<file path="config.mk">
export PLATFORM = sky130hd
export DESIGN_NAME = ilpc_ctrl
export DESIGN_NICKNAME = d
export VERILOG_FILES = /design/src/hdl/ilpc_pkg.sv /design/src/hdl/ilpc_ctrl.sv /design/src/hdl/ilpc_prio.sv
export SDC_FILE = /design/constraint.sdc
export NUM_CORES = 1
export LEC_CHECK = 0
export BUFFER_PORTS_ARGS = -buffer_cell sky130_fd_sc_hd__buf_2
export CORE_UTILIZATION = 40
export CTS_BUF_LIST = sky130_fd_sc_hd__clkbuf_8 sky130_fd_sc_hd__clkbuf_16
export DETAILED_ROUTE_END_ITERATION = 10
export HOLD_SLACK_MARGIN = 0.02
export PLACE_DENSITY = 0.69
export SETUP_SLACK_MARGIN = 0.15
export SYNTH_ARGS = -nofsm -noshare
export SYNTH_HDL_FRONTEND = slang
export SYNTH_SLANG_ARGS = --single-unit
</file>
<file path="constraint.sdc">
create_clock -name mclk -period 5.1 [get_ports mclk]
set_input_delay 1.02 -clock mclk [delete_from_list [all_inputs] [get_ports mclk]]
set_output_delay 1.02 -clock mclk [all_outputs]
set_load 0.005 [all_outputs]
</file>
<file path="src/hdl/ilpc_pkg.sv">
// package of constants and types for the interrupt and low-power control block
package ilpc_pkg;

	// ************************************************************
	// source indices and widths
	// ************************************************************
	localparam int          NUM_MASKABLE       = 15;
	localparam int          SRC_W              = 4;
	localparam logic [3:0]  SRC_NONE           = 4'hF;
	localparam int          VEC_W              = 3;

	// ************************************************************
	// vector selectors
	// ************************************************************
	localparam logic [2:0]  VEC_NONE           = 3'h0;
	localparam logic [2:0]  VEC_MASKABLE       = 3'h1;
	localparam logic [2:0]  VEC_NONMASKABLE    = 3'h2;
	localparam logic [2:0]  VEC_SOFT_TRAP      = 3'h3;
	localparam logic [2:0]  VEC_ILLEGAL        = 3'h4;

	// ************************************************************
	// reset values
	// ************************************************************
	localparam logic        RST_GATE_FLAG      = 1'b1;
	localparam logic        RST_MASK_FLAG      = 1'b1;
	localparam logic        RST_DELAY_ENABLE   = 1'b1;

	// ************************************************************
	// timing
	// ************************************************************
	localparam int          CLK_PERIOD_NS      = 8;
	localparam int          OSC_DELAY_NS       = 32000;
	localparam int          OSC_DELAY_CYC      = (OSC_DELAY_NS + CLK_PERIOD_NS - 1) / CLK_PERIOD_NS;
	localparam int          DLY_W              = 16;

	// ************************************************************
	// control state
	// ************************************************************
	typedef enum logic [2:0] {
		ST_RUN   = 3'b000,
		ST_STACK = 3'b001,
		ST_WAIT  = 3'b010,
		ST_STOP  = 3'b011,
		ST_OSC   = 3'b100,
		ST_VEC   = 3'b101
	} ilpc_state_e;

endpackage : ilpc_pkg

</file>
<file path="src/hdl/ilpc_ctrl.sv">
// exception, wait and stop control of the processor core
`timescale 1ns/1ps
module ilpc_ctrl
	import ilpc_pkg::*;
(
	// clock and reset
	input  wire logic                    mclk,
	input  wire logic                    rst,
	input  wire logic                    powerOnReset,
	// pins
	input  wire logic                    maskPin_n,
	input  wire logic                    nonmaskable_request_pin_n,
	input  wire logic                    edgeReqPending,
	// peripheral flags and local enables
	input  wire logic [NUM_MASKABLE-2:0] periphFlag,
	input  wire logic [NUM_MASKABLE-2:0] periphEnable,
	// core sequencer
	input  wire logic                    instrDone,
	input  wire logic                    illegalOpcode,
	input  wire logic                    softTrapExec,
	input  wire logic                    standbyExec,
	input  wire logic                    stopExec,
	input  wire logic                    haltGateFlag,
	input  wire logic                    stackDone,
	input  wire logic                    vectorDone,
	input  wire logic                    returnExec,
	input  wire logic                    pulledGateFlag,
	input  wire logic                    pulledMaskFlag,
	input  wire logic                    flagWrite,
	input  wire logic                    flagWriteGate,
	input  wire logic                    flagWriteMask,
	input  wire logic [15:0]             opcodeAddr,
	input  wire logic [15:0]             nextPc,
	input  wire logic [15:0]             stackedFlagAddr,
	// configuration
	input  wire logic                    restart_delay_enable_wr,
	input  wire logic                    restart_delay_enable_val,
	input  wire logic                    watchdog_disable_bit,
	// status and commands
	output logic                         gateFlag,
	output logic                         maskFlag,
	output logic                         restartDelayEnable,
	output logic                         stackReq,
	output logic [15:0]                  returnAddr,
	output logic                         vectorReq,
	output logic [VEC_W-1:0]             vectorSel,
	output logic [SRC_W-1:0]             vectorSrc,
	output logic                         cpuHalt,
	output logic                         waitRead,
	output logic [15:0]                  waitAddr,
	output logic                         timerRun,
	output logic                         clocksRun,
	output logic                         oscRun
);

	ilpc_state_e           state;
	ilpc_state_e           next_state;
	logic                  next_gateFlag;
	logic                  next_maskFlag;
	logic                  next_restartDelayEnable;
	logic                  next_stackReq;
	logic [15:0]           next_returnAddr;
	logic                  next_vectorReq;
	logic [VEC_W-1:0]      next_vectorSel;
	logic [SRC_W-1:0]      next_vectorSrc;
	logic                  next_cpuHalt;
	logic                  next_waitRead;
	logic [15:0]           next_waitAddr;
	logic                  next_timerRun;
	logic                  next_clocksRun;
	logic                  next_oscRun;
	logic [DLY_W-1:0]      dlyCnt;
	logic [DLY_W-1:0]      next_dlyCnt;
	logic [VEC_W-1:0]      pendVec;
	logic [VEC_W-1:0]      next_pendVec;
	logic                  stopNoService;
	logic                  next_stopNoService;
	logic [NUM_MASKABLE-1:0] maskReq;
	logic [VEC_W-1:0]      prioVec;
	logic [SRC_W-1:0]      prioSrc;
	logic                  prioAny;
	logic                  nmiLevel;
	logic                  stopWake;

	// ************************************************************
	// request gathering
	// ************************************************************
	genvar g;
	generate
		for (g = 0; g < NUM_MASKABLE - 1; g++) begin : gPer
			assign maskReq[g + 1] = periphFlag[g] & periphEnable[g];
		end
	endgenerate
	assign maskReq[0] = ~maskPin_n;
	assign nmiLevel   = ~nonmaskable_request_pin_n;

	ilpc_prio uPrio (
		.maskReq  (maskReq),
		.maskFlag (maskFlag),
		.nmiReq   (nmiLevel),
		.gateFlag (gateFlag),
		.vecSel   (prioVec),
		.srcIdx   (prioSrc),
		.anyReq   (prioAny)
	);

	// stop wake sources
	assign stopWake = nmiLevel
		| ((~maskPin_n | edgeReqPending) & ~maskFlag);

	// ************************************************************
	// next state
	// ************************************************************
	always_comb begin
		next_state              = state;
		next_gateFlag           = gateFlag;
		next_maskFlag           = maskFlag;
		next_restartDelayEnable = restartDelayEnable;
		next_stackReq           = 1'b0;
		next_returnAddr         = returnAddr;
		next_vectorReq          = 1'b0;
		next_vectorSel          = vectorSel;
		next_vectorSrc          = vectorSrc;
		next_cpuHalt            = cpuHalt;
		next_waitRead           = waitRead;
		next_waitAddr           = waitAddr;
		next_timerRun           = 1'b1;
		next_clocksRun          = clocksRun;
		next_oscRun             = oscRun;
		next_dlyCnt             = dlyCnt;
		next_pendVec            = pendVec;
		next_stopNoService      = stopNoService;
		if (flagWrite) begin
			next_maskFlag = flagWriteMask;
			if (!flagWriteGate)
				next_gateFlag = 1'b0;
		end
		if (restart_delay_enable_wr)
			next_restartDelayEnable = restart_delay_enable_val;
		unique case (state)
			ST_RUN: begin
				if (returnExec) begin
					next_gateFlag = pulledGateFlag;
					next_maskFlag = pulledMaskFlag;
				end else if (illegalOpcode) begin
					next_pendVec    = VEC_ILLEGAL;
					next_returnAddr = opcodeAddr;
					next_vectorSrc  = SRC_NONE;
					next_stackReq   = 1'b1;
					next_state      = ST_STACK;
				end else if (softTrapExec) begin
					next_pendVec    = VEC_SOFT_TRAP;
					next_vectorSrc  = SRC_NONE;
					next_returnAddr = nextPc;
					next_stackReq   = 1'b1;
					next_state      = ST_STACK;
				end else if (standbyExec) begin
					next_pendVec    = VEC_NONE;
					next_returnAddr = nextPc;
					next_stackReq   = 1'b1;
					next_state      = ST_STACK;
				end else if (stopExec && !haltGateFlag) begin
					next_cpuHalt   = 1'b1;
					next_clocksRun = 1'b0;
					next_oscRun    = 1'b0;
					next_state     = ST_STOP;
				end else if (instrDone && prioAny) begin
					next_pendVec    = prioVec;
					next_vectorSrc  = prioSrc;
					next_returnAddr = nextPc;
					next_stackReq   = 1'b1;
					next_state      = ST_STACK;
				end
			end
			ST_STACK: begin
				if (stackDone) begin
					if (pendVec == VEC_NONE) begin
						next_cpuHalt  = 1'b1;
						next_waitRead = 1'b1;
						next_waitAddr = stackedFlagAddr;
						next_state    = ST_WAIT;
					end else begin
						next_maskFlag = 1'b1;
						if (pendVec == VEC_NONMASKABLE)
							next_gateFlag = 1'b1;
						next_vectorReq = 1'b1;
						next_vectorSel = pendVec;
						next_state     = ST_VEC;
					end
				end
			end
			ST_WAIT: begin
				next_timerRun = !(maskFlag && watchdog_disable_bit);
				if (prioAny) begin
					next_maskFlag = 1'b1;
					if (prioVec == VEC_NONMASKABLE)
						next_gateFlag = 1'b1;
					next_vectorSel = prioVec;
					next_vectorSrc = prioSrc;
					next_vectorReq = 1'b1;
					next_cpuHalt   = 1'b0;
					next_waitRead  = 1'b0;
					next_state     = ST_VEC;
				end
			end
			ST_STOP: begin
				next_timerRun = 1'b0;
				if (stopWake) begin
					next_oscRun        = 1'b1;
					next_stopNoService = gateFlag;
					next_dlyCnt        = DLY_W'(OSC_DELAY_CYC);
					if (restartDelayEnable) begin
						next_state = ST_OSC;
					end else begin
						next_clocksRun = 1'b1;
						next_cpuHalt   = 1'b0;
						next_state     = ST_RUN;
					end
				end
			end
			ST_OSC: begin
				next_timerRun = 1'b0;
				if (dlyCnt <= DLY_W'(1)) begin
					next_clocksRun = 1'b1;
					next_cpuHalt   = 1'b0;
					next_state     = ST_RUN;
				end else begin
					next_dlyCnt = dlyCnt - DLY_W'(1);
				end
			end
			ST_VEC: begin
				if (vectorDone)
					next_state = ST_RUN;
			end
			default: next_state = ST_RUN;
		endcase
	end

	// ************************************************************
	// registers
	// ************************************************************
	always_ff @(posedge mclk) begin
		if (rst) begin
			state              <= powerOnReset ? ST_OSC : ST_RUN;
			gateFlag           <= RST_GATE_FLAG;
			maskFlag           <= RST_MASK_FLAG;
			restartDelayEnable <= RST_DELAY_ENABLE;
			stackReq           <= 1'b0;
			returnAddr         <= 16'h0000;
			vectorReq          <= 1'b0;
			vectorSel          <= VEC_NONE;
			vectorSrc          <= SRC_NONE;
			cpuHalt            <= powerOnReset;
			waitRead           <= 1'b0;
			waitAddr           <= 16'h0000;
			timerRun           <= 1'b1;
			clocksRun          <= ~powerOnReset;
			oscRun             <= 1'b1;
			dlyCnt             <= powerOnReset ? DLY_W'(OSC_DELAY_CYC) : {DLY_W{1'b0}};
			pendVec            <= VEC_NONE;
			stopNoService      <= 1'b0;
		end else begin
			state              <= next_state;
			gateFlag           <= next_gateFlag;
			maskFlag           <= next_maskFlag;
			restartDelayEnable <= next_restartDelayEnable;
			stackReq           <= next_stackReq;
			returnAddr         <= next_returnAddr;
			vectorReq          <= next_vectorReq;
			vectorSel          <= next_vectorSel;
			vectorSrc          <= next_vectorSrc;
			cpuHalt            <= next_cpuHalt;
			waitRead           <= next_waitRead;
			waitAddr           <= next_waitAddr;
			timerRun           <= next_timerRun;
			clocksRun          <= next_clocksRun;
			oscRun             <= next_oscRun;
			dlyCnt             <= next_dlyCnt;
			pendVec            <= next_pendVec;
			stopNoService      <= next_stopNoService;
		end
	end

	// ************************************************************
	// checks
	// ************************************************************
	chk_reset_flags: assert property (@(posedge mclk)
		$past(rst) |-> gateFlag && maskFlag)
		else $error("mask flags not set after reset");
	chk_gate_sticky: assert property (@(posedge mclk) disable iff (rst)
		!$past(gateFlag) && gateFlag |-> $past(state) inside {ST_STACK, ST_WAIT}
			|| $past(returnExec))
		else $error("gate flag set by software");
	chk_nmi_rank: assert property (@(posedge mclk) disable iff (rst)
		nmiLevel && !gateFlag |-> prioVec == VEC_NONMASKABLE)
		else $error("nonmaskable not ranked first");
	chk_mask_service: assert property (@(posedge mclk) disable iff (rst)
		state == ST_STACK && stackDone && pendVec == VEC_MASKABLE && !flagWrite
		|=> maskFlag && gateFlag == $past(gateFlag) && vectorReq)
		else $error("maskable service flags wrong");
	chk_nmi_service: assert property (@(posedge mclk) disable iff (rst)
		state == ST_STACK && stackDone && pendVec == VEC_NONMASKABLE
		|=> gateFlag && maskFlag)
		else $error("nonmaskable service flags wrong");
	chk_return_pull: assert property (@(posedge mclk) disable iff (rst)
		state == ST_RUN && returnExec && !flagWrite
		|=> maskFlag == $past(pulledMaskFlag) && gateFlag == $past(pulledGateFlag))
		else $error("return did not restore flags");
	chk_illegal_addr: assert property (@(posedge mclk) disable iff (rst)
		state == ST_RUN && illegalOpcode && !returnExec
		|=> stackReq && returnAddr == $past(opcodeAddr))
		else $error("illegal trap address wrong");
	chk_stop_gate: assert property (@(posedge mclk) disable iff (rst)
		state == ST_RUN && stopExec && haltGateFlag |=> state != ST_STOP)
		else $error("stop entered with halt gate set");
	chk_timer_wait: assert property (@(posedge mclk) disable iff (rst)
		state == ST_WAIT && $past(state) == ST_WAIT && !$past(maskFlag) |-> timerRun)
		else $error("timer stopped in wait while unmasked");
	chk_wait_exit: assert property (@(posedge mclk) disable iff (rst)
		state == ST_WAIT && prioAny |=> state == ST_VEC && vectorReq && !stackReq)
		else $error("wait not left on request");
	chk_stop_resume: assert property (@(posedge mclk) disable iff (rst)
		state == ST_RUN && $past(state) inside {ST_STOP, ST_OSC} && stopNoService
		|-> prioVec != VEC_NONMASKABLE)
		else $error("nonmaskable pending after stop resume");

endmodule : ilpc_ctrl

</file>
<file path="src/hdl/ilpc_prio.sv">
// priority resolver for pending exception sources
`timescale 1ns/1ps
module ilpc_prio
	import ilpc_pkg::*;
(
	// maskable sources
	input  wire logic [NUM_MASKABLE-1:0] maskReq,
	input  wire logic                    maskFlag,
	// nonmaskable sources
	input  wire logic                    nmiReq,
	input  wire logic                    gateFlag,
	// result
	output logic      [VEC_W-1:0]        vecSel,
	output logic      [SRC_W-1:0]        srcIdx,
	output logic                         anyReq
);

	logic [SRC_W-1:0] lowIdx;
	logic             anyMask;

	// ************************************************************
	// lowest index wins among maskable sources
	// ************************************************************
	always_comb begin
		lowIdx  = SRC_NONE;
		anyMask = 1'b0;
		for (int i = NUM_MASKABLE - 1; i >= 0; i--) begin
			if (maskReq[i]) begin
				lowIdx  = SRC_W'(i);
				anyMask = 1'b1;
			end
		end
	end

	// ************************************************************
	// nonmaskable ranks above all maskable
	// ************************************************************
	always_comb begin
		vecSel = VEC_NONE;
		srcIdx = SRC_NONE;
		if (nmiReq && !gateFlag) begin
			vecSel = VEC_NONMASKABLE;
		end else if (anyMask && !maskFlag) begin
			vecSel = VEC_MASKABLE;
			srcIdx = lowIdx;
		end
		anyReq = (vecSel != VEC_NONE);
	end

endmodule : ilpc_prio

</file>
==> key figures, run 1 <==
Clock tree
  • Clock network latency to the later pin of the worst-skew pair: 0.34 ns
  • Htree depth: 3
  • Number of setup buffers added after CTS: 0
  • TritonCTS clock tree: yes
  • Post-CTS clock slew at the launch and capture registers of the worst setup and hold paths: 0.07 ns
  • Largest buffer count on any clock path: 2
  • Count of instances resized after the clock tree is built: 0
  • Clock tree root driver cell: clkbuf_8
  • Clock Sinks: 71
  • Number of buffers created by CTS: 9
  • CTS Hold Bufs: 0

Power
  • Leakage power figure: 2.02 nW
  • Total power after layout: 0.00199 W
  • Peak supply drop: 0.000178 V
  • Power per standard cell area: 413 mW/mm2

Critical path
  • Largest stage delay on the critical path: 1.00 ns
  • Worst EP required: 5.28 ns
  • Worst setup SP type: flop
  • Critical path class: flop to flop
  • Signal arrival time at the worst endpoint: 3.43 ns
  • Launching point of the worst reg2reg path: state[0]$_SDFFCE_PP0P_
  • Cell family with the largest share of critical-path delay: simple AND/OR/NAND/NOR gates
  • Critical Path, Cell by Cell: nor2_1 -> nand2_1 -> a2111oi_4 -> or2_1 -> a211oi_1
  • Critical-path top delay cell: a2111oi_4
  • Crit path max fanout: 22
  • CP Buf/Inv Count: 0
  • Critical path endpoint category: flop
  • First element of the critical path: state[0]$_SDFFCE_PP0P_

Status
  • Outcome: finished clean

Floorplanning
  • Starting Density: 0.414
  • Number of top-level pins: 148
  • Placeable core area: 0.00928 mm2
  • Die ar.: 0.0100 mm2
  • Number of cell rows: 35
  • Horizontal extent of the die: 100 um
  • Vertical extent of the die: 100 um

GRT
  • Overall fraction of global-route tracks in use: 0.206
  • Antenna violations before repair: 0
  • Wire length of the first global-routing pass: 16.4 mm
  • Pin count of the biggest net entering global routing: 38
  • Grt total ovfl: 0
  • Vias in the first global route: 3548

Timing
  • Final worst-path cycle share: 0.637
  • Clock Skews: 0.00794 ns
  • Unrepaired setup endpoints after global routing: false
  • Total count of max-transition violations in the final report: 0
  • Least-Margin Pin Slew: 1.07 ns
  • Hold Vio Cnt, Final: 0
  • Time the worst path needs with I/O delays and setup: 3.25 ns
  • Setup TNS: 0 ns
  • Setup Viol. Count Final: 0
  • Upper clock frequency limit: 0.308 GHz
  • Slew margin rel.: 0.286

Yosys
  • Top cells by area, synth: dfxtp_1 (26%), edfxtp_1 (16%), nand2_1 (6.1%), mux2i_1 (5.7%), a21oi_1 (4.3%)
  • Area share of the leading cell type in the synthesized netlist: 0.260
  • Synth Area per Inst: 8.97 um2
  • Number of flip-flops and latches in the synthesized netlist: 71
  • Total standard cell area after synthesis: 0.00385 mm2
  • Share of synthesized flip-flops with an asynchronous set or reset: 0
  • Netlist cell types: 65
  • Most used standard cells in the synthesized netlist: nand2_1 (62), dfxtp_1 (50), a21oi_1 (33), nor2_1 (33), nor3_1 (25)
  • Sequential element share of the synthesized area: 0.424
  • Cell type with the largest total area after synthesis: dfxtp_1
  • Number of synthesized flops with an enable pin: 21
  • Syn nets: 530
  • Yosys Warn Count: 0
  • Dominant cell by count in the synthesized netlist: nand2_1
  • Cells after synthesis: 429
  • Most used flip-flop cell after synthesis: dfxtp_1

Finish
  • Share of layout cells above drive strength 1: 0.325
  • Post-route cell area: 0.00483 mm2
  • Post-layout net count: 665
  • Antenna diode instance count: 0
  • Syn-to-layout area delta: 25.5%
  • Post-route core utilization: 0.520
  • Cell Count, Final, Fillers Out: 698

Job
  • Max cap viols: 0

Placed design
  • Post-detail-place hpwl: 7.66 mm
  • Last weighted congestion value of the routability-driven placer: 0.928
  • Placed cells: 682
  • Port bufs: 147
  • Placed standard-cell area: 0.00466 mm2

Drt
  • Number of search-and-repair iterations in the first detailed-routing pass: 7
  • Wirelength, routed: 10.0 mm
  • Mean number of vias per cell: 5.32
  • Drt initial violations: 212
  • Final routed wire length divided by cell count: 14.4 um
  • Vias: 3716
  • Total DRC errors in the routed layout: 0
  • Number of nets with antenna violations after routing: 0

Min path
  • Path type of the worst min-delay path: flop to flop
  • Hold_sp: waitAddr[11]$_SDFFE_PP0P_
area by class of cell:
type | count | area, um2
timing repair buffer | 150 | 758
inverter | 6 | 22.5
multi-input combinational | 326 | 2090
fill | 940 | 4460
tap | 129 | 161
clock inverter | 6 | 28.8
sequential | 71 | 1630
clock buffer | 10 | 138
flip-flops by register name, indices dropped and copies added, names as in the netlist:
signal              flops
vectorReq               1
dlyCnt                 16
vectorSrc               4
timerRun                1
vectorSel               3
state                   3
maskFlag                1
oscRun                  1
stackReq                1
gateFlag                1
waitRead                1
returnAddr             16
pendVec                 3
waitAddr               16
clocksRun               1
cpuHalt                 1
restartDelayEnable      1
worst reg2reg max path: stages, from the launching register on:
cell and delay, ns:
edfxtp_1 0.60, nor2_1 0.36, nand2_1 0.25, a2111oi_4 1.01, or2_1 0.72, a211oi_1 0.16
final timing paths:
| kind | slack, ns | endpoint | cells after the start |
|---|---|---|---|
| setup / recovery | 1.85 | returnAddr[11]$_SDFFE_PP0P_ | 5 |
| hold / removal | 0.46 | waitAddr[11]$_SDFFE_PP0P_ | 2 |
| setup reg to reg | 1.85 | returnAddr[11]$_SDFFE_PP0P_ | 5 |
| hold reg to reg | 0.46 | waitAddr[11]$_SDFFE_PP0P_ | 2 |
stage by stage:
| stage | hold WS (ns) | setup slack [ns] |
|---|---|---|
| CTS | 0.460 | 1.85 |
| global placement | 0.439 | 1.62 |
| floorplan | 0.451 | 2.43 |
| finish | 0.455 | 1.85 |
| global route | 0.484 | 1.57 |
| detailed placement | 0.449 | 1.53 |
kinds of logic (layout without fill, tap and decap cells):
kind of cell	count (synthesis)	in the layout	share of synthesized area
buffers and inverters	32	172	0.0364
multiplexers	22	22	0.0573
adder cells (fa/ha/maj)	2	2	0.00651
AND/OR/NAND/NOR	171	171	0.221
XOR/XNOR	12	12	0.0273
flip-flops	71	71	0.424
AO/OA/AOI/OAI	119	119	0.227
power by group:
part,internal (W),leakage [nW],switching (W)
logic,0.000321,1.31,0.000412
registers,0.000745,0.621,0.000133
clock network,0.000183,0.0921,0.000200
cell usage in the layout, fill, tap and decap left out, types with 10 or more instances in the layout:
master,count
o21ai_0,10
a211oi_2,10
nor2_1,33
nor3_1,25
mux2i_1,22
clkbuf_8,10
edfxtp_1,21
a21oi_1,33
nand2_1,62
buf_2,147
a211oi_1,12
dfxtp_1,50
per-layer routing:
metal  wire [um]  GRT usage  vias up
met5           0          0        -
met4         196     0.0803        0
met3         637     0.0432       19
met2        4730      0.337      123
met1        4470      0.266     1718
li1            -          -     1856
Note: power is estimated with default switching activity, not from simulation.
==> run 2: changes to the inputs <==
ABC_AREA = 1   (was default)
PLACE_DENSITY = 0.73   (was 0.69)
clock period = 2.9 ns   (was 5.1 ns; I/O delays follow)
==> key figures, run 2 <==
Status
  • Outcome: finished, violations left
  • Violated checks: design-rule violations

Clock tree
  • Clock tree root driver cell: clkbuf_8
  • Clock network latency to the later pin of the worst-skew pair: 0.35 ns (about the same)
  • Clock Sinks: 71 (unchanged)
  • Number of setup buffers added after CTS: 0 (unchanged)
  • Count of instances resized after the clock tree is built: 0 (unchanged)
  • TritonCTS clock tree: yes
  • Number of buffers created by CTS: 9 (unchanged)
  • Largest buffer count on any clock path: 2 (unchanged)
  • Post-CTS clock slew at the launch and capture registers of the worst setup and hold paths: 0.07 ns (about the same)
  • CTS Hold Bufs: 0 (unchanged)
  • Htree depth: 3 (unchanged)

Power
  • Switching Share: 0.377 (+0.00335)
  • Internal power of the cells: 0.00217 W (+74%)
  • Reported net switching power: 0.00132 W (+77%)
  • Peak supply drop: 0.000402 V (+130%)
  • Leakage power figure: 2.36 nW (+17%)
  • Power per standard cell area: 743 mW/mm2 (+80%)
  • Seq pwr share: 0.429 (-0.011)
  • Fraction of power consumed by the clock network: 0.213 (+0.021)
  • Proportion of power drawn by combinational gates: 0.358 (-0.010)

GRT
  • Pin count of the biggest net entering global routing: 45 (+18%)
  • Grt total ovfl: 0 (unchanged)
  • Wire length of the first global-routing pass: 15.3 mm (-6.6%)
  • Overall fraction of global-route tracks in use: 0.199 (-0.00638)
  • Antenna violations before repair: 0 (unchanged)
  • Vias in the first global route: 3529 (-0.54%)

Critical path
  • Critical-path top delay cell: a2111oi_0
  • Cell occurring most often along the worst timing path: nand2_1
  • Critical Path, Cell by Cell: nor2_1 -> nand2_1 -> nor3_1 -> o2111ai_1 -> nand2_1 -> o21ai_0 -> a2111oi_0
  • CP Buf/Inv Count: 0 (unchanged)
  • Worst EP required: 2.89 ns (-2.39 ns)
  • Largest stage delay on the critical path: 0.43 ns (-0.57 ns)
  • Number of logic stages on the critical path including buffering: 7 (+2)
  • Signal arrival time at the worst endpoint: 2.16 ns (-1.27 ns)
  • Cell depth of the worst flop-to-flop path: 7 (+2)
  • Critical path endpoint category: flop
  • Cell family with the largest share of critical-path delay: compound AO/OA/AOI/OAI gates
  • Worst setup SP type: flop
  • Crit path max fanout: 3 (-86%)
  • Critical path class: flop to flop

Yosys
  • Synth Area in Compound Gates: 0.175 (-0.0526)
  • Share of synthesized flip-flops with an asynchronous set or reset: 0 (unchanged)
  • Cell type with the largest total area after synthesis: dfxtp_1
  • Sequential element share of the synthesized area: 0.444 (+0.0201)
  • Number of flip-flops and latches in the synthesized netlist: 71 (unchanged)
  • Mux contribution to synthesized area: 0.0436 (-0.0136)
  • Top cells by area, synth: dfxtp_1 (27%), edfxtp_1 (17%), nand2_1 (8.7%), nor2_1 (8.0%), inv_1 (6.5%)
  • Most used flip-flop cell after synthesis: dfxtp_1
  • Xor-xnor portion of the synthesized cell area: 0.00477 (-0.0226)
  • Dominant cell by count in the synthesized netlist: nand2_1
  • Syn nets: 596 (+12%)
  • Yosys Warn Count: 0 (unchanged)
  • Dominant combinational cell family by area after synthesis: simple AND/OR/NAND/NOR gates
  • Netlist cell types: 41 (-37%)
  • Area share of the leading cell type in the synthesized netlist: 0.273 (+0.0123)
  • Synth Area per Inst: 7.42 um2 (-17%)
  • Post-Synth Simple-Gate Area: 0.232 (+0.0115)
  • Total standard cell area after synthesis: 0.00367 mm2 (-4.5%)
  • Fraction of the mapped netlist area in adder cells: 0.00681 (+0.000308)
  • Cells after synthesis: 495 (+15%)
  • Number of synthesized flops with an enable pin: 21 (unchanged)
  • Most used standard cells in the synthesized netlist: nand2_1 (85), nor2_1 (78), inv_1 (64), dfxtp_1 (50), o21ai_0 (44)

Floorplanning
  • Placeable core area: 0.00881 mm2 (-5.1%)
  • Horizontal extent of the die: 97.8 um (-2.2%)
  • Number of cell rows: 34 (-2.9%)
  • Vertical extent of the die: 97.8 um (-2.2%)
  • Starting Density: 0.417 (+0.00274)
  • Die ar.: 0.00957 mm2 (-4.4%)
  • Number of top-level pins: 148 (unchanged)

Finish
  • Post-layout net count: 746 (+12%)
  • Antenna diode instance count: 0 (unchanged)
  • Commonest non-fill, non-tap cells in the layout: buf_2 (147), nand2_1 (85), nor2_1 (78), inv_1 (65), dfxtp_1 (50)
  • Layout fillers: 893 (-5.0%)
  • Post-route core utilization: 0.534 (+0.0137)
  • Most common library cell in the layout ignoring fill and taps: buf_2
  • Top flop regs: dlyCnt x16, returnAddr x16, waitAddr x16
  • Syn-to-layout area delta: 28.0%
  • Post-route cell area: 0.00470 mm2 (-2.6%)
  • Share of layout cells above drive strength 1: 0.291 (-0.0344)

Timing
  • Crit path setup slack, layout: 0.724 ns (-1.13 ns)
  • Slew margin rel.: 0.657 (+0.371)
  • Least-Margin Pin Slew: 0.502 ns (-0.569 ns)
  • Final worst-path cycle share: 0.750 (+0.113)
  • Time the worst path needs with I/O delays and setup: 2.18 ns (-1.07 ns)
  • Upper clock frequency limit: 0.460 GHz (+49%)
  • Hold Vio Cnt, Final: 0 (unchanged)
  • Total count of max-transition violations in the final report: 0 (unchanged)
  • Clock Skews: 0.0108 ns (+0.00285 ns)
  • Setup TNS: 0 ns (unchanged)
  • Unrepaired setup endpoints after global routing: false
  • Setup Viol. Count Final: 0 (unchanged)

Placed design
  • Port bufs: 147 (unchanged)
  • Last weighted congestion value of the routability-driven placer: 0.904 (-2.5%)
  • Pre-CTS setup slack: 0.681 ns (-0.846 ns)
  • Placed standard-cell area: 0.00451 mm2 (-3.1%)
  • Post-detail-place hpwl: 7.19 mm (-6.1%)

Drt
  • Final routed wire length divided by cell count: 12.3 um (-15%)
  • Vias: 3699 (-0.46%)
  • Wirelength, routed: 9.30 mm (-7.4%)
  • Total DRC errors in the routed layout: 6 (+6)
  • Number of search-and-repair iterations in the first detailed-routing pass: 7 (unchanged)
  • Number of nets with antenna violations after routing: 0 (unchanged)
  • Drt initial violations: 158 (-25%)
  • Mean number of vias per cell: 4.88 (-8.3%)

Job
  • Max cap viols: 0 (unchanged)

Min path
  • Path type of the worst min-delay path: primary input to flop
  • Hold path cells: 2 (unchanged)
run 2: cell types whose count changed in the layout (fill, tap and decap cells not counted), sizes merged, moves of 9 or more:
cell / delta
a21oi: +10
a211oi: -21
inv: +61
nand3: +9
nand2: +26
nor2: +53
nor3: -18
o21ai: +45
run 2: final timing paths:
| check | from | end | slack (ns) |
|---|---|---|---|
| min | restart_delay_enable_wr | restartDelayEnable$_SDFFE_PP1P_ | 0.44 |
| min reg2reg | vectorSrc[1]$_SDFFE_PP1P_ | vectorSrc[1]$_SDFFE_PP1P_ | 0.46 |
| max reg2reg | dlyCnt[6]$_SDFFCE_PP0P_ | clocksRun$_DFFE_PP_ | 0.72 |
| max | dlyCnt[6]$_SDFFCE_PP0P_ | clocksRun$_DFFE_PP_ | 0.72 |
run 2: power by group through the flow:
stage | Clock, W | Sequential [W] | Combinational (W)
2_1_floorplan | 0 | 0.00151 | 0.000802
3_3_place_gp | 0 | 0.00151 | 0.00122
3_5_place_dp | 0 | 0.00152 | 0.00125
4_1_cts | 0.000761 | 0.00150 | 0.00126
5_1_grt | 0.000799 | 0.00153 | 0.00142
6_report | 0.000743 | 0.00150 | 0.00125
run 2: per-layer routing:
layer	global-route usage	part of all wire	up-vias
met4	0.0874	0.017	0
met5	0	0	-
met1	0.243	0.44	1630
li1	-	-	1930
met2	0.328	0.45	126
met3	0.0573	0.087	13
run 2: logic make-up after synthesis:
logic type                 Yosys count
AOI/OAI and AO/OA                  117
xor gates and xnor gates             2
adders and majority gates            2
buffers and inverters               84
DFF                                 71
muxes                               16
and+or+nand+nor                    203
run 2: final cells by class:
class	instances	area (um2)	share of cell area
Clock inverter	6	36.3	0.00772
Inverter	69	262	0.0556
Timing Repair Buffer	154	788	0.168
Sequential cell	71	1630	0.347
Tap cell	108	135	0.0288
Clock buffer	10	149	0.0317
Multi-Input combinational cell	340	1700	0.361
run 2: metrics by stage:
stage / hold slack [ns] / power (W) / std cells
floorplan: 0.453 / 0.00232 / 495
global placement: 0.448 / 0.00273 / 742
detailed placement: 0.447 / 0.00277 / 742
CTS: 0.420 / 0.00352 / 758
global route: 0.437 / 0.00375 / 758
finish: 0.435 / 0.00349 / 758
==> run 3: changes to the inputs <==
ABC_AREA = 0   (was 1)
PLACE_DENSITY = 0.69   (was 0.73)
clock period = 2.2 ns   (was 2.9 ns; I/O delays follow)
==> key figures, run 3 (same netlist as run 1, synthesis figures left out) <==
GRT
  • Overall fraction of global-route tracks in use: 0.216 (+0.0165)
  • Antenna violations before repair: 0 (unchanged)
  • Pin count of the biggest net entering global routing: 36 (-20%)
  • Wire length of the first global-routing pass: 17.3 mm (+13%)
  • Grt total ovfl: 0 (unchanged)
  • Vias in the first global route: 3766 (+6.7%)

Clock tree
  • TritonCTS clock tree: yes
  • Post-CTS clock slew at the launch and capture registers of the worst setup and hold paths: 0.08 ns (about the same)
  • Clock tree root driver cell: clkbuf_8
  • Clock network latency to the later pin of the worst-skew pair: 0.35 ns (about the same)
  • Number of buffers created by CTS: 9 (unchanged)
  • Clock Sinks: 71 (unchanged)
  • Largest buffer count on any clock path: 2 (unchanged)
  • Htree depth: 3 (unchanged)
  • CTS Hold Bufs: 0 (unchanged)

Critical path
  • Worst EP required: 2.27 ns (-0.62 ns)
  • Critical path endpoint category: flop
  • Cell depth of the worst flop-to-flop path: 5 (-2)
  • Crit path max fanout: 3 (unchanged)
  • Worst setup SP type: flop
  • Launching point of the worst reg2reg path: dlyCnt[9]$_DFFE_PP_
  • Critical path class: flop to flop
  • FF-to-FF setup slack: 0.21 ns (-0.52 ns)
  • Signal arrival time at the worst endpoint: 2.06 ns (-0.10 ns)
  • Critical R2R Capture: cpuHalt$_DFFE_PP_

Floorplanning
  • Horizontal extent of the die: 100 um (+2.3%)
  • Vertical extent of the die: 100 um (+2.3%)
  • Placeable core area: 0.00928 mm2 (+5.4%)
  • Number of top-level pins: 148 (unchanged)
  • Number of cell rows: 35 (+2.9%)
  • Starting Density: 0.414 (-0.00274)
  • Die ar.: 0.0100 mm2 (+4.6%)

Min path
  • Hold_sp: restart_delay_enable_val
  • Hold path cells: 3 (+1)
  • Hold worst-path end: restartDelayEnable$_SDFFE_PP1P_
  • Path type of the worst min-delay path: primary input to flop

Power
  • Total power after layout: 0.00521 W (+49%)
  • Leakage power figure: 2.21 nW (-6.3%)
  • Power per standard cell area: 1010 mW/mm2 (+36%)
  • Peak supply drop: 0.000519 V (+29%)

Timing
  • Setup Viol. Count Final: 0 (unchanged)
  • Setup TNS: 0 ns (unchanged)
  • Final worst-path cycle share: 0.906 (+0.156)
  • Upper clock frequency limit: 0.501 GHz (+9.1%)
  • Total count of max-transition violations in the final report: 0 (unchanged)
  • Slew margin rel.: 0.650 (-0.00696)
  • Unrepaired setup endpoints after global routing: true
  • Least-Margin Pin Slew: 0.521 ns (+0.0194 ns)
  • Clock Skews: 0.0122 ns (+0.00137 ns)
  • Time the worst path needs with I/O delays and setup: 1.99 ns (-0.182 ns)
  • Worst hold slack after final layout: 0.320 ns (-0.116 ns)
  • Hold Vio Cnt, Final: 0 (unchanged)

Finish
  • Top flop regs: dlyCnt x16, returnAddr x16, waitAddr x16
  • Commonest non-fill, non-tap cells in the layout: buf_2 (147), nand2_1 (61), dfxtp_1 (50), a21oi_1 (33)
  • Cell Count, Final, Fillers Out: 729 (-3.8%)
  • Most common library cell in the layout ignoring fill and taps: buf_2
  • Layout fillers: 869 (-2.7%)
  • Share of layout cells above drive strength 1: 0.372 (+0.0809)
  • Post-layout net count: 696 (-6.7%)
  • Syn-to-layout area delta: 34.4%
  • Post-route core utilization: 0.557 (+0.0229)
  • Antenna diode instance count: 0 (unchanged)

Drt
  • Number of search-and-repair iterations in the first detailed-routing pass: 5 (-2)
  • Wirelength, routed: 10.5 mm (+13%)
  • Number of nets with antenna violations after routing: 0 (unchanged)
  • Final routed wire length divided by cell count: 14.4 um (+17%)
  • Total DRC errors in the routed layout: 0 (-6)
  • Drt initial violations: 228 (+44%)
  • Mean number of vias per cell: 5.33 (+9.3%)
  • Vias: 3888 (+5.1%)

Placed design
  • Post-detail-place hpwl: 7.99 mm (+11%)
  • Port bufs: 147 (unchanged)
  • Placed cells: 709 (-4.4%)
  • Last weighted congestion value of the routability-driven placer: 0.847 (-6.3%)

Job
  • Max cap viols: 0 (unchanged)

Status
  • Outcome: finished clean
run 3: routing by layer:
| metal | part of all wire | global-route usage | up-vias |
|---|---|---|---|
| met4 | 0.014 | 0.0792 | 0 |
| met1 | 0.44 | 0.272 | 1818 |
| met3 | 0.066 | 0.0501 | 13 |
| li1 | - | - | 1922 |
| met2 | 0.48 | 0.361 | 135 |
| met5 | 0 | 0 | - |
run 3: worst max-delay path by stage:
stage / startpoint / to / slack, ns / cells past startpoint
final: dlyCnt[9]$_DFFE_PP_ / cpuHalt$_DFFE_PP_ / 0.21 / 5
after global routing: dlyCnt[9]$_DFFE_PP_ / cpuHalt$_DFFE_PP_ / 0.10 / 5
after global placement: periphFlag[6] / state[0]$_SDFFCE_PP0P_ / -0.01 / 6
after detailed placement: periphFlag[6] / state[0]$_SDFFCE_PP0P_ / -0.07 / 6
after CTS: dlyCnt[9]$_DFFE_PP_ / cpuHalt$_DFFE_PP_ / 0.16 / 5
after floorplan: periphFlag[6] / state[0]$_SDFFCE_PP0P_ / 0.16 / 5
run 3: cell type report:
cell class | instances | area [um2] | area share
inverter | 6 | 22.5 | 0.00436
clock buffer | 10 | 138 | 0.0266
timing repair buffer | 181 | 1000 | 0.194
tap | 129 | 161 | 0.0312
sequential | 71 | 1630 | 0.316
multi-input combinational | 326 | 2120 | 0.411
clock inverter | 6 | 86.3 | 0.0167
run 3: metrics by stage:
step	setup WS, ns	instance area [um2]
2_1_floorplan	0.161	3850
3_3_place_gp	-0.0107	4880
3_5_place_dp	-0.0718	4880
4_1_cts	0.162	5110
5_1_grt	0.104	5170
6_report	0.206	5170
run 3: critical path, cell delays in order (launching register included):
cell and delay, ns:
edfxtp_1 0.40, or4_1 0.60, nor2_2 0.16, nand3_1 0.13
a21oi_1 0.22, a41o_1 0.21
run 3: timing repair:
action | 4_1_cts | 5_1_grt
resized for setup | 1 | 6
pin swaps | 0 | 0
buffers inserted | 0 | 4
setup endpoints to repair | 16 | 40
run 3: power breakdown:
part,total [W],internal [W],switching [W]
registers,0.00198,0.00172,0.000257
clock network,0.00118,0.000668,0.000515
logic,0.00205,0.000954,0.00110
total,0.00521,0.00335,0.00187
